**src/core/wit_defs.svh**
```systemverilog
// offsets, field positions, reset values and timing counts of the watch interval timer
`ifndef WIT_DEFS_SVH
`define WIT_DEFS_SVH

`define WIT_CTRL_ADDR 16'hFF41
`define WIT_CTRL_RESET 8'h00
`define WIT_BIT_SRC 3'h7
`define WIT_BIT_IVAL_HI 3'h6
`define WIT_BIT_IVAL_LO 3'h4
`define WIT_BIT_WSEL_HI 3'h3
`define WIT_BIT_WSEL_LO 3'h2
`define WIT_BIT_RUN 3'h1
`define WIT_BIT_EN 3'h0
`define WIT_MAIN_DIV 9'h100
`define WIT_IVAL_BASE 4'h4
`define WIT_CNT_TAP 11'h1FF
`define WIT_W5_TAP 11'h01F
`define WIT_W4_TAP 11'h00F
`define WIT_WSEL_14 2'h0
`define WIT_WSEL_13 2'h1
`define WIT_WSEL_5 2'h2
`define WIT_WSEL_4 2'h3

`endif

```
**src/core/wit_pkg.sv**
```systemverilog
// types shared by the watch interval timer files
`default_nettype none
package wit_pkg;
    typedef struct packed {
        logic source_clock_select;
        logic [2:0] interval_select;
        logic [1:0] watch_period_select;
        logic counter_run_control;
        logic global_run_enable;
    } wit_ctrl_s;
endpackage : wit_pkg
`default_nettype wire

```
**src/core/wit_tick_gen.sv**
```systemverilog
// watch clock enable: main clock divided by 256 or synchronised subsystem clock
`timescale 1ns/1ns
`default_nettype none
`include "wit_defs.svh"

module wit_tick_gen #(
    parameter int DIV_W = 9
) (
    input wire logic clk,
    input wire logic rst_b,
    input wire logic sub_clk,
    input wire logic source_clock_select,
    output logic tick
);
    logic [DIV_W-1:0] div_q;
    logic [DIV_W-1:0] div_d;
    logic main_tick;
    logic sub_s1_q;
    logic sub_s2_q;
    logic sub_s3_q;
    logic sub_tick;

    // divider for the main clock path and edge finder for the subsystem clock
    assign main_tick = (div_q == DIV_W'(`WIT_MAIN_DIV - 9'h001));
    assign div_d = main_tick ? '0 : div_q + DIV_W'(1);
    assign sub_tick = sub_s2_q & ~sub_s3_q; // rising edge, only after two flops
    assign tick = source_clock_select ? sub_tick : main_tick;

    // counter and synchroniser flops
    always_ff @(posedge clk) begin
        if (!rst_b) begin
            div_q <= '0;
            sub_s1_q <= 1'b0;
            sub_s2_q <= 1'b0;
            sub_s3_q <= 1'b0;
        end else begin
            div_q <= div_d;
            sub_s1_q <= sub_clk;
            sub_s2_q <= sub_s1_q;
            sub_s3_q <= sub_s2_q;
        end
    end
endmodule : wit_tick_gen
`default_nettype wire

```
**src/core/wit_watch_interval_timer.sv**
```systemverilog
// watch interval timer: control register, prescaler, 5-bit counter and both interrupt pulses
`timescale 1ns/1ns
`default_nettype none
`include "wit_defs.svh"

// What this block does
// - Reset loads the control register with zero, stopping the timer and clearing both counters.
// - The control register takes whole-byte writes and single-bit writes that change only the named bit.
// - Bit 7 picks the watch clock: zero is the main clock over 256, one is the subsystem clock.
// - Bits 6 to 4 pick the interval period of 2^4 to 2^11 watch clocks, doubling per code.
// - Bits 3 and 2 pick the watch period: 2^14, 2^13, 2^5 or 2^4 watch clocks.
// - Bit 1 low stops and clears the 5-bit counter; high lets it count.
// - Bit 0 low stops and clears prescaler and counter and silences both interrupts; the main clock divider keeps running. High enables.
// - Watch counting runs only while bits 0 and 1 are both one and clears when they are not.
// - Clearing only bit 1 restarts the watch count from zero while the prescaler keeps going.
// - The interval interrupt repeats once per chosen period while the timer is enabled.
// - The first watch interrupt of a 2^14 or 2^13 period comes one prescaler output cycle late; later ones are exact.
// - Watch and interval interrupts run together from the shared prescaler.
module wit_watch_interval_timer (
    input wire logic clk,
    input wire logic rst_b,
    input wire logic sub_clk,
    input wire logic [15:0] addr,
    input wire logic byte_wr,
    input wire logic [7:0] wdata,
    input wire logic bit_wr,
    input wire logic [2:0] bit_idx,
    input wire logic bit_val,
    input wire logic rd,
    output logic [7:0] rdata,
    output logic watch_period_irq,
    output logic interval_period_irq
);
    wit_pkg::wit_ctrl_s ctrl_q;
    wit_pkg::wit_ctrl_s ctrl_d;
    logic [7:0] rdata_q;
    logic [7:0] rdata_d;
    logic [10:0] pre_q;
    logic [10:0] pre_d;
    logic [4:0] cnt_q;
    logic [4:0] cnt_d;
    logic armed_q;
    logic armed_d;
    logic watch_irq_q;
    logic ival_irq_q;
    logic tick;
    logic hit;
    logic running;
    logic counting;
    logic [10:0] ival_mask;
    logic ival_hit;
    logic cnt_tick;
    logic cnt_step;
    logic long_hit;
    logic short_hit;
    logic watch_hit;
    logic [7:0] bit_mask;

    // watch clock enable from the chosen source
    wit_tick_gen #(
        .DIV_W(9)
    ) u_tick (
        .clk(clk),
        .rst_b(rst_b),
        .sub_clk(sub_clk),
        .source_clock_select(ctrl_q.source_clock_select),
        .tick(tick)
    );

    // register decode: byte write or single-bit write
    assign hit = (addr == `WIT_CTRL_ADDR);
    assign bit_mask = 8'h01 << bit_idx;
    assign ctrl_d = (hit && byte_wr) ? wit_pkg::wit_ctrl_s'(wdata) :
                    (hit && bit_wr) ? wit_pkg::wit_ctrl_s'(bit_val ? (ctrl_q | bit_mask)
                                                                   : (ctrl_q & ~bit_mask)) : ctrl_q;
    assign rdata_d = (hit && rd) ? ctrl_q : 8'h00;

    // enables
    assign running = ctrl_q.global_run_enable;
    assign counting = running && ctrl_q.counter_run_control;

    // 11-bit prescaler, cleared only by the global enable
    assign pre_d = !running ? 11'h000 : (tick ? pre_q + 11'h001 : pre_q);

    // interval tap: low 4+code bits all ones on a tick
    assign ival_mask = 11'h7FF >> (3'h7 - ctrl_q.interval_select);
    assign ival_hit = running && tick && ((pre_q & ival_mask) == ival_mask);

    // 5-bit counter clocked every 2^9 watch clocks; first tap only arms it
    // the swallowed first clock is what makes the first long watch pulse one counter clock late
    assign cnt_tick = counting && tick && ((pre_q & `WIT_CNT_TAP) == `WIT_CNT_TAP);
    assign cnt_step = cnt_tick && armed_q;
    assign armed_d = !counting ? 1'b0 : (armed_q | cnt_tick);
    assign cnt_d = !counting ? 5'h00 : (cnt_step ? cnt_q + 5'h01 : cnt_q);

    // watch period select: counter overflows for long periods, prescaler taps for short
    assign long_hit = cnt_step && ((ctrl_q.watch_period_select == `WIT_WSEL_14) ? (cnt_q == 5'h1F)
                                   : (cnt_q[3:0] == 4'hF));
    assign short_hit = counting && tick &&
                       ((ctrl_q.watch_period_select == `WIT_WSEL_5) ? ((pre_q & `WIT_W5_TAP) == `WIT_W5_TAP)
                                                                     : ((pre_q & `WIT_W4_TAP) == `WIT_W4_TAP));
    assign watch_hit = ctrl_q.watch_period_select[1] ? short_hit : long_hit;

    // state flops
    always_ff @(posedge clk) begin
        if (!rst_b) begin
            ctrl_q <= wit_pkg::wit_ctrl_s'(`WIT_CTRL_RESET);
            rdata_q <= 8'h00;
            pre_q <= 11'h000;
            cnt_q <= 5'h00;
            armed_q <= 1'b0;
            watch_irq_q <= 1'b0;
            ival_irq_q <= 1'b0;
        end else begin
            ctrl_q <= ctrl_d;
            rdata_q <= rdata_d;
            pre_q <= pre_d;
            cnt_q <= cnt_d;
            armed_q <= armed_d;
            watch_irq_q <= watch_hit;
            ival_irq_q <= ival_hit;
        end
    end

    assign rdata = rdata_q;
    assign watch_period_irq = watch_irq_q;
    assign interval_period_irq = ival_irq_q;
endmodule : wit_watch_interval_timer
`default_nettype wire

```
**config.mk**
```make
export PLATFORM = sky130hd
export DESIGN_NAME = wit_watch_interval_timer
export DESIGN_NICKNAME = d
export VERILOG_FILES = /design/src/core/wit_pkg.sv /design/src/core/wit_tick_gen.sv /design/src/core/wit_watch_interval_timer.sv
export VERILOG_INCLUDE_DIRS = /design/src /design/src/core
export SDC_FILE = /design/constraint.sdc
export NUM_CORES = 1
export LEC_CHECK = 0
export BUFFER_PORTS_ARGS = -buffer_cell sky130_fd_sc_hd__buf_2
export CAP_MARGIN = 20
export CORE_UTILIZATION = 45
export CTS_CLUSTER_DIAMETER = 200
export DETAILED_ROUTE_END_ITERATION = 8
export PLACE_DENSITY = 0.75
export SETUP_SLACK_MARGIN = 0.2
export SLEW_MARGIN = 5
export SYNTH_ARGS = -nofsm -noshare
export SYNTH_HDL_FRONTEND = slang
export SYNTH_HIERARCHICAL = 1
export SYNTH_SLANG_ARGS = --single-unit
```
**constraint.sdc**
```tcl
create_clock -name clk -period 6.4 [get_ports clk]
set_input_delay 0.32 -clock clk [delete_from_list [all_inputs] [get_ports clk]]
set_output_delay 0.32 -clock clk [all_outputs]
set_load 0.02 [all_outputs]
```
==> results by group, run 1 <==
Critical path
  • Ordered list of cells on the worst path: ha_1 -> nand2_1 -> nor3_1 -> ha_1 -> inv_1 -> o21ai_0 -> buf_2 -> and3_1 -> and3_1 -> mux2i_1 -> nor2_1
  • Worst Path Arrival: 2.75 ns
  • Crit end category: register
  • CP top delay family: simple AND/OR/NAND/NOR gates
  • R2r worst-path depth: 11
  • Slowest stage delay, CP: 0.38 ns
  • Setup Crit Path Kind: reg2reg
  • Reg2reg start: u_tick/div_q[0]
  • Slowest cell on crit path: dfxtp_1
  • Worst path bufs/invs: 2
  • CP Data Required Time: 6.59 ns
  • Critical Path Source Type: register
  • Critical path peak fanout: 8
  • Worst R2R Setup Slack: 3.84 ns
  • FF-to-FF End: cnt_q[1]

Worst hold path
  • Hold Path Origin: sub_clk
  • Worst Hold End: u_tick/sub_s1_q
  • HP Class: in2reg
  • Hold depth: 2

Floorplan
  • Top Ports: 44
  • Cell Rows: 24
  • Chip height: 71.34 µm
  • Die Wd: 71.34 µm
  • Core Region: 4474 µm²
  • DIE AREA: 5089 µm²
  • Starting density of the core: 0.4835

Clocking
  • Clock root buffer: clkbuf_8
  • Post CTS Setup Buffer Count: 0
  • Clk Latency, worst-skew pair: 0.31 ns
  • Clock Sinks: 47
  • Post-CTS Hold Fix Bufs: 0
  • Resize count post-CTS: 0
  • Number of CTS-inserted buffers: 5
  • TritonCTS clock tree: done
  • H-tree depth: 2
  • Clock buffer depth: 2
  • Clock Pin Slew Worst Setup and Hold Paths: 0.08 ns

Placed design
  • Routability Congestion: 0.8155
  • Worst slack at placement: 3.397 ns
  • PortBufs: 43
  • Detailed Place HPWL: 3.181 mm

Timing
  • Worst Tran Pin Value: 0.5450 ns
  • Setup TNS: 0 ns
  • Final-report max-slew violation count: 0
  • Fmax: 390.4 MHz
  • Fin crit share: 0.4002
  • Hold Fails Final Rpt: 0
  • Final-report setup violation count: 0
  • Worst Slack Setup Final: 3.839 ns
  • Final Critical Period: 2.561 ns
  • Clock skew: 0.01194 ns
  • Max-slew headroom: 0.6315
  • RSZ-0062 raised after global routing: no

Flow run
  • Max-cap violations: 0

Layout
  • Area grow syn2layout: 16.66%
  • Post-layout util: 0.5640
  • NumNets Final: 318
  • Share of post-route cells with drive strength above 1: 0.2338
  • Antenna diodes: 0

Detailed routing
  • # DRC: 1
  • ANT nets after route: 0
  • TritonRoute pass-1 iters: 6
  • Routed length per placed instance: 13.04 µm
  • Vias after detailed routing: 1833
  • Detailed Route WL: 4.303 mm
  • DR iter-0 viols: 94
  • Via/cell ratio: 5.555

Synthesis
  • YS warnings: 6
  • Unique masters post-synth: 41
  • Area contributors post-synth: dfxtp_1 43%, nor2_1 5.2%, ha_1 4.0%, and2_1 3.8%, o21ai_0 3.5%
  • Syn_nets: 272
  • Number of enable flip-flop cells after synthesis: 0
  • Count leader, synth: dfxtp_1
  • Post-synthesis register bit count: 47
  • Synthesized instance count: 231
  • Yosys top cell area share: 0.4349
  • Post-synth top area cell: dfxtp_1
  • Ys flop type: dfxtp_1
  • Sequential fraction of the synthesis area: 0.4349
  • Post-synth top cells: 47 x dfxtp_1, 30 x nor2_1, 15 x o21ai_0
  • Ys async rst share: 0
  • Mean post-synth cell area: 9.365 µm²
  • Area of the mapped netlist: 2163 µm²

Outcome
  • Failing checks: design-rule violations
  • Outcome: finished, violations left

Global routing
  • Initial antenna violation count: 0
  • All-layer global routing usage: 0.1893
  • Largest net degree at the start of global routing: 18
  • First-pass GRT wire length: 7.438 mm
  • Grt total ovfl: 0
  • Vias in the first global route: 1739

Pwr
  • Peak supply drop: 0.09567 mV
  • Pwr dens: 201.1 nW/µm²
  • P_leak: 1.087 nW
[per-stage QoR]
step                      hold slack [ns]  area (µm²)  std cells  power (mW)
after CTS                          0.2271        2519        329      0.5115
final                              0.2273        2524        330      0.5075
after global routing               0.2435        2524        330      0.5298
after floorplan                    0.4118        2163        231      0.3150
after global placement             0.4149        2424        321      0.3287
after detailed placement           0.4338        2424        321      0.3292
[cells by family after synthesis]
| family | share of synthesized area |
|---|---|
| multiplexers | 0.03355 |
| XOR/XNOR | 0.05263 |
| AO/OA/AOI/OAI | 0.1446 |
| AND/OR/NAND/NOR | 0.2655 |
| flip-flops | 0.4349 |
| adder cells (fa/ha/maj) | 0.04048 |
| buffers and inverters | 0.02834 |
[area by class of cell]
class	count	area, µm²
clock buffers	7	86.33
clock inverters	1	8.758
fillers	404	1951
inverters	11	41.29
multi-input cells	168	1161
flip-flops and latches	47	940.9
well taps	52	65.06
repair buffers	44	220.2
[worst max-delay path by stage]
stage	cells past startpoint	start	slack, ns	endpoint
final	11	u_tick/div_q[0]	3.84	cnt_q[1]
after global routing	11	u_tick/div_q[0]	3.59	cnt_q[4]
after CTS	10	u_tick/div_q[0]	3.38	pre_q[10]
after detailed placement	10	u_tick/div_q[0]	3.40	pre_q[10]
after global placement	10	u_tick/div_q[0]	3.54	cnt_q[4]
after floorplan	12	u_tick/div_q[0]	4.16	cnt_q[1]
[power breakdown]
part | internal [mW] | leakage [nW] | switching [mW]
clock network | 0.0885 | 0.0484 | 0.0969
registers | 0.294 | 0.380 | 0.00177
logic | 0.0125 | 0.659 | 0.0134
[cells in the final DEF, fill, tap and decap left out, types with 6 or more instances in the layout]
cell	synthesis	final
clkbuf_8	0	6
ha_1	7	7
a21oi_1	6	6
nand4_1	6	6
and2_1	13	13
o21ai_0	15	15
xor2_1	6	6
buf_2	1	44
xnor2_1	7	7
dfxtp_1	47	47
nand3_1	7	7
nor2_1	30	30
inv_1	11	11
and3_1	8	8
nand2_1	10	10
[per-layer routing]
metal  part of all wire  GRT usage
met1               0.46     0.2305
met2               0.45     0.3175
met3              0.056    0.04501
met4              0.028    0.08667
met5                  0          0
Note: power is estimated with default switching activity, not from simulation.
==> run 2: changes to the inputs <==
==> constraint.sdc (replaced) <==
create_clock -name clk -period 2.65 [get_ports clk]
set_input_delay 0.1325 -clock clk [delete_from_list [all_inputs] [get_ports clk]]
set_output_delay 0.1325 -clock clk [all_outputs]
set_load 0.02 [all_outputs]
==> run 2 against run 1 <==
  * The flow still finishes with violations (design-rule violations)
  * Via count decreased by 2.0%
  * Highest routed layer unchanged
  * Maximum frequency is 13% higher
  * Routed wire length decreased by 3.3%
==> results by group, run 2 (same netlist as run 1, synthesis figures left out) <==
Floorplan
  • Top Ports: 44 (unchanged)
  • Cell Rows: 24 (unchanged)
  • Chip height: 71.34 µm (unchanged)
  • Core Region: 4474 µm² (unchanged)
  • Die Wd: 71.34 µm (unchanged)
  • DIE AREA: 5089 µm² (unchanged)
  • Starting density of the core: 0.4835 (unchanged)

Critical path
  • Critical path peak fanout: 8 (unchanged)
  • Setup Crit Path Kind: reg2reg
  • CP Data Required Time: 2.83 ns (-3.76 ns)
  • Worst Path Arrival: 2.45 ns (-0.30 ns)
  • Crit end category: register
  • Critical Path Source Type: register

Pwr
  • Combinational Power Share: 0.051 (about the same)
  • P_leak: 1.105 nW (+1.6%)
  • Pwr dens: 482.4 nW/µm² (+140%)
  • P_int: 0.9797 mW (+150%)
  • Clock power frac: 0.369 (+0.004)
  • Net Sw Power: 0.2546 mW (+130%)
  • Peak supply drop: 0.1986 mV (+110%)
  • Seq pwr share: 0.579 (-0.005)
  • Sw frac: 0.2063 (-0.01451)

Timing
  • Worst Tran Pin Value: 0.5893 ns (+0.04427 ns)
  • Max-slew headroom: 0.6016 (-0.02993)
  • Fin crit share: 0.8550 (+0.4548)
  • Clock skew: 0.005119 ns (-0.006820 ns)
  • Hold Fails Final Rpt: 0 (unchanged)
  • Final-report setup violation count: 0 (unchanged)
  • Setup TNS: 0 ns (unchanged)
  • RSZ-0062 raised after global routing: no
  • Final Critical Period: 2.266 ns (-0.2954 ns)
  • Final-report max-slew violation count: 0 (unchanged)
  • Fmax: 441.3 MHz (+13%)

Detailed routing
  • TritonRoute pass-1 iters: 6 (unchanged)
  • Detailed Route WL: 4.161 mm (-3.3%)
  • Routed length per placed instance: 12.50 µm (-4.2%)
  • Via/cell ratio: 5.396 (-2.8%)
  • Vias after detailed routing: 1797 (-2.0%)
  • # DRC: 1 (unchanged)
  • ANT nets after route: 0 (unchanged)
  • DR iter-0 viols: 116 (+23%)

Flow run
  • Max-cap violations: 0 (unchanged)

Layout
  • Commonest cells after routing, fill and taps aside: 47 x dfxtp_1, 43 x buf_2, 30 x nor2_1, 15 x o21ai_0, 13 x and2_1
  • Area grow syn2layout: 18.28%
  • Final standard cell area without fillers: 2559 µm² (+1.4%)
  • Most common cell after layout, fill and taps aside: dfxtp_1
  • NumNets Final: 321 (+0.94%)
  • Share of post-route cells with drive strength above 1: 0.2456 (+0.01174)
  • Filler cells: 373 (-7.7%)
  • Antenna diodes: 0 (unchanged)

Global routing
  • All-layer global routing usage: 0.1770 (-0.01235)
  • Initial antenna violation count: 0 (unchanged)
  • Grt total ovfl: 0 (unchanged)
  • Largest net degree at the start of global routing: 18 (unchanged)
  • Vias in the first global route: 1597 (-8.2%)
  • First-pass GRT wire length: 7.107 mm (-4.5%)

Clocking
  • H-tree depth: 2 (unchanged)
  • TritonCTS clock tree: done
  • Clock root buffer: clkbuf_8
  • Clock buffer depth: 2 (unchanged)
  • Clock Pin Slew Worst Setup and Hold Paths: 0.08 ns (about the same)
  • Clock Sinks: 47 (unchanged)
  • Number of CTS-inserted buffers: 5 (unchanged)
  • Clk Latency, worst-skew pair: 0.29 ns (-0.02 ns)

Placed design
  • Area after DPL: 2431 µm² (+0.31%)
  • Detailed Place HPWL: 3.151 mm (-0.95%)
  • PortBufs: 43 (unchanged)
  • Routability Congestion: 0.8566 (+5.0%)

Worst hold path
  • HP Class: in2reg

Outcome
  • Outcome: finished, violations left
  • Failing checks: design-rule violations
-- run 2: layer usage --
metal / vias to the layer above / global-route usage / part of all wire
li1: 922 / - / -
met1: 809 / 0.2436 / 0.49
met2: 61 / 0.2709 / 0.44
met3: 5 / 0.04079 / 0.052
met4: 0 / 0.06667 / 0.011
met5: - / 0 / 0
-- run 2: stage by stage --
stage               setup WS, ns    util  instances  hold WS, ns  power (mW)
finish                    0.3841  0.5719        333      0.04545       1.234
CTS                       0.2770  0.5657        330      0.03928       1.248
floorplan                 0.4092       -        231       0.2542      0.7607
global placement          0.3952  0.5433        322       0.3463      0.7937
detailed placement        0.2892  0.5433        322       0.3478      0.7957
global route              0.1927  0.5719        333      0.06697       1.286
-- run 2: worst max-delay path: stages (launching register included) --
cell	delay [ns]
dfxtp_1	0.37
ha_1	0.22
nand2_1	0.09
nor3_1	0.20
ha_1	0.18
inv_1	0.06
o21ai_0	0.17
buf_4	0.18
and3_1	0.21
and3_4	0.24
mux2i_1	0.19
nor2_1	0.05
-- run 2: power by group through the flow --
stage	sequential, mW	clock (mW)	combinational (mW)
final	0.715	0.456	0.0634
after floorplan	0.731	0	0.0295
after CTS	0.715	0.469	0.0638
after global placement	0.732	0	0.0621
after global routing	0.716	0.498	0.0723
after detailed placement	0.732	0	0.0637
-- run 2: layout make-up --
class	instances	area, µm²	share of cell area
clock buffer	8	100.1	0.03912
inverter	11	41.29	0.01614
multi-input combinational	168	1166	0.4557
sequential	47	940.9	0.3677
tap	52	65.06	0.02543
timing repair buffer	47	245.2	0.09584
-- run 2: final timing paths --
path                   startpoint              end  slack [ns]  depth (start not counted)
setup / recovery  u_tick/div_q[0]         cnt_q[1]        0.38                         11
hold / removal            sub_clk  u_tick/sub_s1_q        0.05                          2
setup reg to reg  u_tick/div_q[0]         cnt_q[1]        0.38                         11
hold reg to reg   u_tick/sub_s1_q  u_tick/sub_s2_q        0.45                          1
-- run 2: timing repair --
item,in CTS,in global routing
setup endpoints to repair,0,4
buffers inserted,0,3
hold buffers,0,0
gates resized for setup,0,2
